File: src/ssm_regs.vh
// Register map, field positions and reset values for the SSM event logic
//
// Notes on behaviour
// - Bit 7 sets when received message equals match three after filter validation.
// - Bit 6 sets when received message equals match two after filter validation.
// - Bit 1 sets when received message equals match one after filter validation.
// - Bit 3 sets on every valid received message, filter not required.
// - Bit 2 sets once transmit message sent the programmed repetition count, or after one send if the count is zero.
// - Bit 0 sets when the filtered received message changes value.
// - Event status bits 5 and 4 reserved; all status and enable reset zero.
// - Each event enable bit gates its same-position event onto the interrupt.
// - Unstable bit 6 sets when a valid message differs from previous value.
// - Unstable event waits for a first valid message since start.
// - Reading the unstable status register clears it.
// - Unstable enable bit 6 gates the unstable event; other bits reserved.
`ifndef SSM_REGS_VH
`define SSM_REGS_VH

// ----------------------------------------------------------------
// Byte offsets on the APB
// ----------------------------------------------------------------
`define SSM_OFS_EVT_STAT   8'h00
`define SSM_OFS_EVT_EN     8'h04
`define SSM_OFS_UNST_STAT  8'h08
`define SSM_OFS_UNST_EN    8'h0c
`define SSM_OFS_MATCH1     8'h10
`define SSM_OFS_MATCH2     8'h14
`define SSM_OFS_MATCH3     8'h18
`define SSM_OFS_RX_MSG     8'h1c

// ----------------------------------------------------------------
// Field positions
// ----------------------------------------------------------------
`define SSM_BIT_MATCH3     7
`define SSM_BIT_MATCH2     6
`define SSM_BIT_FULL       3
`define SSM_BIT_EMPTY      2
`define SSM_BIT_MATCH1     1
`define SSM_BIT_CHANGE     0
`define SSM_BIT_UNSTABLE   6
`define SSM_EVT_MASK       8'hcf
`define SSM_UNST_MASK      8'h40

// ----------------------------------------------------------------
// Reset values
// ----------------------------------------------------------------
`define SSM_RST_REG        8'h00
`define SSM_RST_MSG        6'h00

`endif

File: src/ssm_sticky_bits.v
// Sticky clear-on-read status bits with enable gating
`timescale 1ns/1ps
module ssm_sticky_bits #(
  parameter WIDTH = 8
) (
  input  wire             clock,      // System clock
  input  wire             rst,        // Async reset, high
  input  wire [WIDTH-1:0] setPulse,   // Event pulses
  input  wire             clearRead,  // Read of status
  input  wire [WIDTH-1:0] enableBits, // Enable register
  output wire [WIDTH-1:0] statusBits, // Sticky status
  output wire             anyPending  // Status and enable
);

  reg [WIDTH-1:0] status_reg;

  // ----------------------------------------------------------------
  // Per-bit flag, set beats clear so no event is lost
  // ----------------------------------------------------------------
  genvar i;
  generate
    for (i = 0; i < WIDTH; i = i + 1) begin : gBit
      always @(posedge clock or posedge rst) begin
        if (rst) begin
          status_reg[i] <= 1'b0;
        end else if (setPulse[i]) begin
          status_reg[i] <= 1'b1;
        end else if (clearRead) begin
          status_reg[i] <= 1'b0;
        end
      end
    end
  endgenerate

  assign statusBits = status_reg;
  // Level request while any enabled bit pends
  assign anyPending = |(status_reg & enableBits);

endmodule

File: src/ssm_tx_repeat.v
// Counts transmitted message repetitions and flags completion
`timescale 1ns/1ps
module ssm_tx_repeat #(
  parameter CW = 8
) (
  input  wire          clock,       // System clock
  input  wire          rst,         // Async reset, high
  input  wire          txLoad,      // New message loaded
  input  wire [CW-1:0] txRepeats,   // Programmed repetitions
  input  wire          txSent,      // One repetition sent
  output reg           txEmptyPulse // All repetitions done
);

  reg [CW-1:0] count_reg;
  reg          busy_reg;

  // ----------------------------------------------------------------
  // Repetition counter; a reload restarts the count
  // ----------------------------------------------------------------
  always @(posedge clock or posedge rst) begin
    if (rst) begin
      count_reg    <= {CW{1'b0}};
      busy_reg     <= 1'b0;
      txEmptyPulse <= 1'b0;
    end else begin
      txEmptyPulse <= 1'b0;
      if (txLoad) begin
        count_reg <= {CW{1'b0}};
        busy_reg  <= 1'b1;
      end else if (busy_reg && txSent) begin
        if (count_reg + {{(CW-1){1'b0}}, 1'b1} >= txRepeats) begin
          busy_reg     <= 1'b0;
          txEmptyPulse <= 1'b1;
        end
        count_reg <= count_reg + {{(CW-1){1'b0}}, 1'b1};
      end
    end
  end

endmodule

File: src/ssm_message_event_logic.v
// Per-channel SSM event detection, status and enable registers, APB slave
`timescale 1ns/1ps
`include "ssm_regs.vh"
module ssm_message_event_logic #(
  parameter MW = 6,   // Message width
  parameter CW = 8    // Repetition count width
) (
  input  wire          clock,          // 100 MHz clock
  input  wire          rst,            // Async reset, high
  input  wire          psel,           // APB select
  input  wire          penable,        // APB enable
  input  wire          pwrite,         // APB direction
  input  wire [7:0]    paddr,          // APB byte address
  input  wire [31:0]   pwdata,         // APB write data
  output wire          pready,         // APB ready
  output reg  [31:0]   prdata,         // APB read data
  output wire          pslverr,        // APB error
  input  wire          rxMsgValid,     // Valid message extracted
  input  wire [MW-1:0] rxMsg,          // Extracted message
  input  wire          rxFilterOk,     // Filter criterion met
  input  wire          txLoad,         // Transmit message loaded
  input  wire [CW-1:0] txRepeats,      // Programmed repetitions
  input  wire          txSent,         // One repetition sent
  output wire          irq             // Channel interrupt, high
);

  reg  [7:0]    evtEn_reg;
  reg  [7:0]    unstEn_reg;
  reg  [MW-1:0] match1_reg;
  reg  [MW-1:0] match2_reg;
  reg  [MW-1:0] match3_reg;
  reg  [MW-1:0] rxHold_reg;     // Last filtered message
  reg  [MW-1:0] lastValid_reg;  // Last valid message
  reg           seenValid_reg;
  reg           seenFiltered_reg;
  reg  [7:0]    evtSet;
  reg  [7:0]    unstSet;
  reg  [31:0]   readData;
  wire [7:0]    evtStatus;
  wire [7:0]    unstStatus;
  wire          evtPend;
  wire          unstPend;
  wire          txEmptyPulse;
  wire          access;
  wire          wrAcc;
  wire          rdAcc;
  wire          mapped;
  wire          filtEvt;
  wire          evtClr;
  wire          unstClr;
  wire [7:0]    evtKeep;
  wire [7:0]    unstKeep;

  // ----------------------------------------------------------------
  // APB slave: zero-wait, unmapped gives error
  // ----------------------------------------------------------------
  assign access = psel & penable;
  assign wrAcc  = access & pwrite & mapped;
  assign rdAcc  = access & ~pwrite & mapped;
  assign pready = 1'b1;
  assign mapped = (paddr == `SSM_OFS_EVT_STAT) | (paddr == `SSM_OFS_EVT_EN) |
                  (paddr == `SSM_OFS_UNST_STAT) | (paddr == `SSM_OFS_UNST_EN) |
                  (paddr == `SSM_OFS_MATCH1) | (paddr == `SSM_OFS_MATCH2) |
                  (paddr == `SSM_OFS_MATCH3) | (paddr == `SSM_OFS_RX_MSG);
  assign pslverr = access & ~mapped;

  // Writable registers; reserved enable bits are forced to zero
  always @(posedge clock or posedge rst) begin
    if (rst) begin
      evtEn_reg  <= `SSM_RST_REG;
      unstEn_reg <= `SSM_RST_REG;
      match1_reg <= `SSM_RST_MSG;
      match2_reg <= `SSM_RST_MSG;
      match3_reg <= `SSM_RST_MSG;
    end else if (wrAcc) begin
      case (paddr)
        `SSM_OFS_EVT_EN:  evtEn_reg  <= pwdata[7:0] & `SSM_EVT_MASK;
        `SSM_OFS_UNST_EN: unstEn_reg <= pwdata[7:0] & `SSM_UNST_MASK;
        `SSM_OFS_MATCH1:  match1_reg <= pwdata[MW-1:0];
        `SSM_OFS_MATCH2:  match2_reg <= pwdata[MW-1:0];
        `SSM_OFS_MATCH3:  match3_reg <= pwdata[MW-1:0];
        default: begin
        end
      endcase
    end
  end

  // Read mux; narrow registers sit in the low bits
  always @* begin
    readData = 32'h00000000;
    case (paddr)
      `SSM_OFS_EVT_STAT:  readData[7:0]    = evtStatus;
      `SSM_OFS_EVT_EN:    readData[7:0]    = evtEn_reg;
      `SSM_OFS_UNST_STAT: readData[7:0]    = unstStatus;
      `SSM_OFS_UNST_EN:   readData[7:0]    = unstEn_reg;
      `SSM_OFS_MATCH1:    readData[MW-1:0] = match1_reg;
      `SSM_OFS_MATCH2:    readData[MW-1:0] = match2_reg;
      `SSM_OFS_MATCH3:    readData[MW-1:0] = match3_reg;
      `SSM_OFS_RX_MSG:    readData[MW-1:0] = rxHold_reg;
      default:            readData         = 32'h00000000;
    endcase
  end

  // Read data registered so it never glitches between accesses
  always @(posedge clock or posedge rst) begin
    if (rst) begin
      prdata <= 32'h00000000;
    end else if (psel & ~penable & ~pwrite) begin
      prdata <= readData;
    end
  end

  // ----------------------------------------------------------------
  // Receive message tracking
  // ----------------------------------------------------------------
  assign filtEvt = rxMsgValid & rxFilterOk;

  // Holder of the filtered message and of the last valid one
  always @(posedge clock or posedge rst) begin
    if (rst) begin
      rxHold_reg       <= `SSM_RST_MSG;
      lastValid_reg    <= `SSM_RST_MSG;
      seenValid_reg    <= 1'b0;
      seenFiltered_reg <= 1'b0;
    end else begin
      if (rxMsgValid) begin
        lastValid_reg <= rxMsg;
        seenValid_reg <= 1'b1;
      end
      if (filtEvt) begin
        rxHold_reg       <= rxMsg;
        seenFiltered_reg <= 1'b1;
      end
    end
  end

  // Event pulses; first filtered message counts as a change
  always @* begin
    evtSet  = 8'h00;
    unstSet = 8'h00;
    evtSet[`SSM_BIT_MATCH3] = filtEvt & (rxMsg == match3_reg);
    evtSet[`SSM_BIT_MATCH2] = filtEvt & (rxMsg == match2_reg);
    evtSet[`SSM_BIT_MATCH1] = filtEvt & (rxMsg == match1_reg);
    evtSet[`SSM_BIT_FULL]   = rxMsgValid;
    evtSet[`SSM_BIT_EMPTY]  = txEmptyPulse;
    evtSet[`SSM_BIT_CHANGE] = filtEvt & (~seenFiltered_reg | (rxMsg != rxHold_reg));
    // Unstable only after a first valid message was seen
    unstSet[`SSM_BIT_UNSTABLE] = rxMsgValid & seenValid_reg & (rxMsg != lastValid_reg);
  end

  // ----------------------------------------------------------------
  // Transmit completion and status banks
  // ----------------------------------------------------------------
  ssm_tx_repeat #(
    .CW (CW)
  ) uTxRepeat (
    .clock        (clock),
    .rst          (rst),
    .txLoad       (txLoad),
    .txRepeats    (txRepeats),
    .txSent       (txSent),
    .txEmptyPulse (txEmptyPulse)
  );

  // Read data is captured in the setup cycle, so a flag set on that edge
  // is not in prdata; it is re-set on the clearing edge to survive the read
  assign evtClr   = rdAcc & (paddr == `SSM_OFS_EVT_STAT);
  assign unstClr  = rdAcc & (paddr == `SSM_OFS_UNST_STAT);
  assign evtKeep  = evtStatus & ~prdata[7:0] & {8{evtClr}};
  assign unstKeep = unstStatus & ~prdata[7:0] & {8{unstClr}};

  // Reserved bits never set, so they read zero
  ssm_sticky_bits #(
    .WIDTH (8)
  ) uEvtStatus (
    .clock      (clock),
    .rst        (rst),
    .setPulse   ((evtSet & `SSM_EVT_MASK) | evtKeep),
    .clearRead  (evtClr),
    .enableBits (evtEn_reg),
    .statusBits (evtStatus),
    .anyPending (evtPend)
  );

  ssm_sticky_bits #(
    .WIDTH (8)
  ) uUnstStatus (
    .clock      (clock),
    .rst        (rst),
    .setPulse   (unstSet | unstKeep),
    .clearRead  (unstClr),
    .enableBits (unstEn_reg),
    .statusBits (unstStatus),
    .anyPending (unstPend)
  );

  // One level request for the channel
  assign irq = evtPend | unstPend;

endmodule

File: config.mk
export PLATFORM = sky130hd
export DESIGN_NAME = ssm_message_event_logic
export DESIGN_NICKNAME = d
export VERILOG_FILES = /design/src/ssm_sticky_bits.v /design/src/ssm_tx_repeat.v /design/src/ssm_message_event_logic.v
export VERILOG_INCLUDE_DIRS = /design/src
export SDC_FILE = /design/constraint.sdc
export NUM_CORES = 1
export LEC_CHECK = 0
export BUFFER_PORTS_ARGS = -buffer_cell sky130_fd_sc_hd__buf_4
export CORE_UTILIZATION = 30
export CTS_CLUSTER_DIAMETER = 30
export DETAILED_ROUTE_END_ITERATION = 10
export GPL_TIMING_DRIVEN = 0
export PLACE_DENSITY_LB_ADDON = 0.3
export SLEW_MARGIN = 5
export SYNTH_ARGS = -nofsm -noshare
export SYNTH_HDL_FRONTEND = slang
export SYNTH_HIERARCHICAL = 1
export SYNTH_SLANG_ARGS = --single-unit
File: constraint.sdc
create_clock -name clock -period 2.4 [get_ports clock]
set_clock_uncertainty 0.05 [all_clocks]
set_input_delay 0.12 -clock clock [delete_from_list [all_inputs] [get_ports clock]]
set_output_delay 0.12 -clock clock [all_outputs]
set_load 0.01 [all_outputs]
# ---- After elaboration in Yosys (flattened, before gate mapping)
# Cells that the tools add are included.
dict set report classes {
  n_addsub 1
  n_lt_le_gt_ge 1
  n_eq_ne 12
  mux 28
  n_bitwise 39
  n_reduce_logical 28
}
# cell n
set op_table {}
lappend op_table {{one-hot mux 6 bit (7 select lines)} 1}
lappend op_table {{bitwise AND 8 bit} 5}
lappend op_table {{nonzero test 2 bit} 18}
lappend op_table {{== test 8 x 5 -> 1 bit, second input constant} 4}
lappend op_table {{two-way mux 1 bit} 24}
lappend op_table {{== test 6 bit} 3}
lappend op_table {{bitwise AND 1 bit} 17}
lappend op_table {{== test 8 x 4 -> 1 bit, second input constant} 2}
lappend op_table {{two-way mux 8 bit} 2}
lappend op_table {{OR reduction 8 bit} 2}
lappend op_table {{inequality test 6 bit} 2}
lappend op_table {{AND reduction 2 bit} 6}
lappend op_table {{OR 1 bit} 9}
lappend op_table {{adder 8 x 1 -> 8 bit, second input constant} 1}
lappend op_table {{bitwise AND 8 x 7 -> 8 bit} 1}
lappend op_table {{== test 8 x 3 -> 1 bit, second input constant} 1}
lappend op_table {{>= comparator 8 bit} 1}
lappend op_table {{logical NOT 8 bit} 1}
lappend op_table {{inverter 8 bit} 1}
lappend op_table {{OR 7 x 8 -> 8 bit} 1}
lappend op_table {{OR 8 bit} 1}
lappend op_table {{one-hot mux 2 bit (4 select lines)} 1}
lappend op_table {{inverter 1 bit} 4}
lappend op_table {{logical AND 1 bit} 1}
dict set report totals {
  ff_bits 73
  inputBits 63
  wordCells 138
}

# ---- Logic depth before layout (Yosys ltp)
dict set report logic_depth {
  ltp_word 13
  depth_mapped 9
  depth_no_buf 9
}

# ---- Modules after synthesis
# The synthesis kept the hierarchy.
# module n_inst cells_per_inst area_each_um2 seq_area_each_um2
set by_module_without_submodules {}
lappend by_module_without_submodules {ssm_message_event_logic 1 284 3115.5 1176.1}
lappend by_module_without_submodules {ssm_tx_repeat 1 80 708.2 250.2}
lappend by_module_without_submodules {ssm_sticky_bits 2 23 305.3 200.2}

# ---- Least setup slack after synthesis
# OpenSTA, ideal clock, no wires.
dict set report synth_path {
  path_type {reg-to-reg}
  startpoint {reg uTxRepeat.count_reg[0]}
  endpoint {reg uTxRepeat.busy_reg}
  setup_time_ps 126
  t_arrival_ps 1932
  required_time_ps 2224
  path_slack_ps 291
  path_stages_with_launch 8
  cell_sequence {dfrtp_1 -> ha_1 -> xor2_1 -> ha_1 -> and3_1 -> o21ai_1 -> a311o_1 -> a311o_1}
}
dict set report synth_via {
  elab_chain_len 4
}
# item line_no
set synth_rtl {}
lappend synth_rtl {{from (decl)} ssm_tx_repeat.v:14} ;# reg [CW-1:0] count_reg;
lappend synth_rtl {{from (signal assigned)} ssm_tx_repeat.v:22} ;# count_reg <= {CW{1'b0}};
lappend synth_rtl {{from (signal assigned)} ssm_tx_repeat.v:28} ;# count_reg <= {CW{1'b0}};
lappend synth_rtl {{from (signal assigned)} ssm_tx_repeat.v:35} ;# count_reg <= count_reg + {{(CW-1){1'b0}}, 1'b1};
lappend synth_rtl {{adder 8 x 1 -> 8 bit} ssm_tx_repeat.v:31} ;# if (count_reg + {{(CW-1){1'b0}}, 1'b1} >= txRepeats) begin
lappend synth_rtl {{>= comparator 8 bit} ssm_tx_repeat.v:31}
lappend synth_rtl {{nonzero test 2 bit (no line)} --}
lappend synth_rtl {{AND reduction 2 bit (no line)} --}
lappend synth_rtl {{to (signal assigned)} ssm_tx_repeat.v:23} ;# busy_reg <= 1'b0;
lappend synth_rtl {{to (signal assigned)} ssm_tx_repeat.v:29} ;# busy_reg <= 1'b1;
lappend synth_rtl {{to (signal assigned)} ssm_tx_repeat.v:32} ;# busy_reg <= 1'b0;
lappend synth_rtl {{to (decl)} ssm_tx_repeat.v:15} ;# reg busy_reg;
# No other way between the ends.
# A chain may end at the register's enable or synchronous reset.

# ---- Worst setup path after layout
# Same ends and word-level chain as after synthesis.

==> metrics.yaml <==
status: "complete, no violations"
drv_cap: 0
avgSynthCellArea_um2: 10.8
reg2reg_depth: 7
fp.dieArea_um2: 15300
hold_depth: 3
antenna_found_initial: 0
grt_pass1_vias: 3333
synthFlopType: "dfrtp_1"
async_flop_share: 1.00
post-route-drc-count: 0
gp_congestion: 0.888
startpoint: "uTxRepeat/count_reg[0]"
post_cts_buffers: 0
critical_path_class: "reg2reg"
fmaxAchievable_ghz: 0.446
htreeDepth: 3
power.total_w: 0.00306
first_pass_iters: 5
cp-end-kind: "register"
synth_xor_area_frac: 0.0810
rows: 44
synth_fa_ha_area_frac: 0.0254
cts_buffers: 9
gr-usage-met2: 0.245
cp-start-kind: "register"
tightest_slew_ns: 0.791
use_met3: 0.0279
fin_cells: 692
fin_nets: 575
vias_per_cell: 4.93
power_frac_clock: 0.436
syn_area_um2: 4430
grt_usage: 0.158
dp_cells: 666
p_per_area_nw_per_um2: 556
synth_top_family_by_area: "simple AND/OR/NAND/NOR gates"
synth-simple-area-share: 0.153
stdcell_area_um2: 5490
io_pins: 98
r2r_start: "uTxRepeat/count_reg[0]"
slew_headroom: 0.466
clkTransAtPathRegs_ns: 0.06
synth_edf_count: 0
hold_class: "in2reg"
grt-ovfl-total: 0
ys_ff_latch: 73
start_util: 0.306
via_count: 3410
min_period_ns: 2.24
clockRootBuffer: "clkbuf_16"
yosys_warnings: 6
drtIter0Drc: 223
dp_hpwl_mm: 8.48
setup-tns-final_ns: 0
hold_slack_ns: 0.0332
netlist-cell-type-count: 61
wl_per_cell_um: 16.1
grt_max_degree: 34
p_sw_frac: 0.246
grt-busiest-layer: "met2"
synth_top_area_frac: 0.412
cp.arrival_ns: 2.41
core_area_um2: 14500
slew_viol_final: 0
synth-compound-area-share: 0.108
min_from: "txSent"
setup_viol: 0
drive_above_1_share: 0.297
placed_cell_area_um2: 5100
vdd_drop_max_v: 0.000322
finalWirelength_mm: 11.1
io_buffers: 39
yosysSeqAreaShare: 0.412
power.switching_w: 0.000751
grt_pass1_wl_mm: 17.9
fill_cells: 1435
synth.area.top_cells: "dfrtp_1, mux2_2, buf_4, xnor2_1, xor2_1"
rsz0062_at_grt: "no"
diodes: 0
fin_crit_sh: 0.934
hold_viol: 0
cts_tree: "yes"
cts_sinks: 73
worstPathRequired_ns: 2.57
synth_mux_area_frac: 0.138
p_leak_nw: 2.70
dieWidth_um: 124
p_seq_frac: 0.433
area_delta_synth_final_pct: 23.9
yosysTopAreaCell: "dfrtp_1"
synthCells: 410
die_h_um: 124
crit_path_max_fanout: 4
p_int_w: 0.00230
clkLatencyLatePin_ns: 0.34
ant_nets: 0
power_frac_comb: 0.130
met1_usage: 0.216
cts_buffer_depth: 2
[worst max-delay path, stage by stage (launching register included)]
cell and delay [ns]:
dfrtp_1 0.43, ha_1 0.27, xor2_1 0.16, ha_1 0.29
and3_1 0.15, o21ai_1 0.06, a311o_1 0.37, a311o_1 0.36
[power by group through the flow]
stage	registers (W)	clock network, W	logic, W
5_1_grt	0.00133	0.00142	0.000442
3_5_place_dp	0.00135	0	0.000384
4_1_cts	0.00132	0.00136	0.000399
6_report	0.00132	0.00133	0.000398
2_1_floorplan	0.00133	0	0.000270
3_3_place_gp	0.00134	0	0.000372
[synth_stat cells, types with 3 or more instances]
| cell | instances |
|---|---|
| a21o_1 | 14 |
| a21oi_1 | 4 |
| a221oi_1 | 3 |
| a22oi_1 | 9 |
| and3_1 | 4 |
| buf_2 | 7 |
| buf_4 | 27 |
| clkbuf_1 | 8 |
| dfrtp_1 | 73 |
| ha_1 | 9 |
| inv_1 | 19 |
| mux2_1 | 6 |
| mux2_2 | 32 |
| mux2_4 | 6 |
| mux2i_1 | 5 |
| nand2_1 | 21 |
| nand2b_1 | 7 |
| nand3_1 | 7 |
| nand4_1 | 11 |
| nor2_1 | 14 |
| nor3_1 | 8 |
| nor3b_1 | 3 |
| nor3b_2 | 6 |
| nor4_1 | 6 |
| o21ai_0 | 11 |
| o31ai_1 | 3 |
| xnor2_1 | 21 |
| xor2_1 | 20 |
[metal layers]
layer	vias up	wire length, um
met4	0	303
met3	20	726
met2	141	5010
met5	-	0
li1	1592	-
met1	1657	5080
[timing repair]
action                                 CTS  global route
gates resized for setup                  0             1
hold buffers                            10             0
setup endpoints to repair                0             1
endpoints found under the hold margin   70             0
[stage by stage]
stage	util	setup slack, ns
2_1_floorplan	-	0.291
3_3_place_gp	0.351	0.175
3_5_place_dp	0.352	0.121
4_1_cts	0.379	0.113
5_1_grt	0.379	0.0349
6_report	0.379	0.158
[kinds of logic after synthesis]
group | after synthesis
other | 2
DFF | 73
xor gates and xnor gates | 41
and+or+nand+nor | 104
adders and majority gates | 9
buffers and inverters | 64
AOI/OAI and AO/OA | 66
muxes | 51
[area by class of cell]
class	count	area (um2)	area share
buffer	43	279	0.0508
clock inverter	3	40.0	0.00729
tap	184	230	0.0419
multi-input combinational	305	2370	0.432
clock buffer	13	250	0.0456
inverter	21	78.8	0.0144
timing repair buffer	50	413	0.0752
sequential	73	1830	0.333
[worst paths after layout]
path                       slack (ns)                         to
min in group asynchronous        0.27  uUnstStatus/statusBits[3]
max in group asynchronous        1.49              match3_reg[3]
min                              0.03     uTxRepeat/count_reg[1]
max reg2reg                      0.16         uTxRepeat/busy_reg
min reg2reg                      0.42              seenValid_reg
max                              0.16         uTxRepeat/busy_reg
[cell usage in the layout, fill, tap and decap left out, drive strengths merged, types with 3 or more instances in the layout]
cell         count
buf             75
dfrtp           73
mux2            44
conb            34
nand2           21
xnor2           21
inv             21
clkbuf          21
xor2            20
a21o            16
nor2            15
o21ai           13
nand4           13
dlygate4sd3     10
a22oi            9
ha               9
nand3            9
nor3b            9
nor3             8
nand2b           7
nor4             7
mux2i            5
and3             4
a21oi            4
o31ai            3
a221oi           3
(Power assumes the default switching activity.)
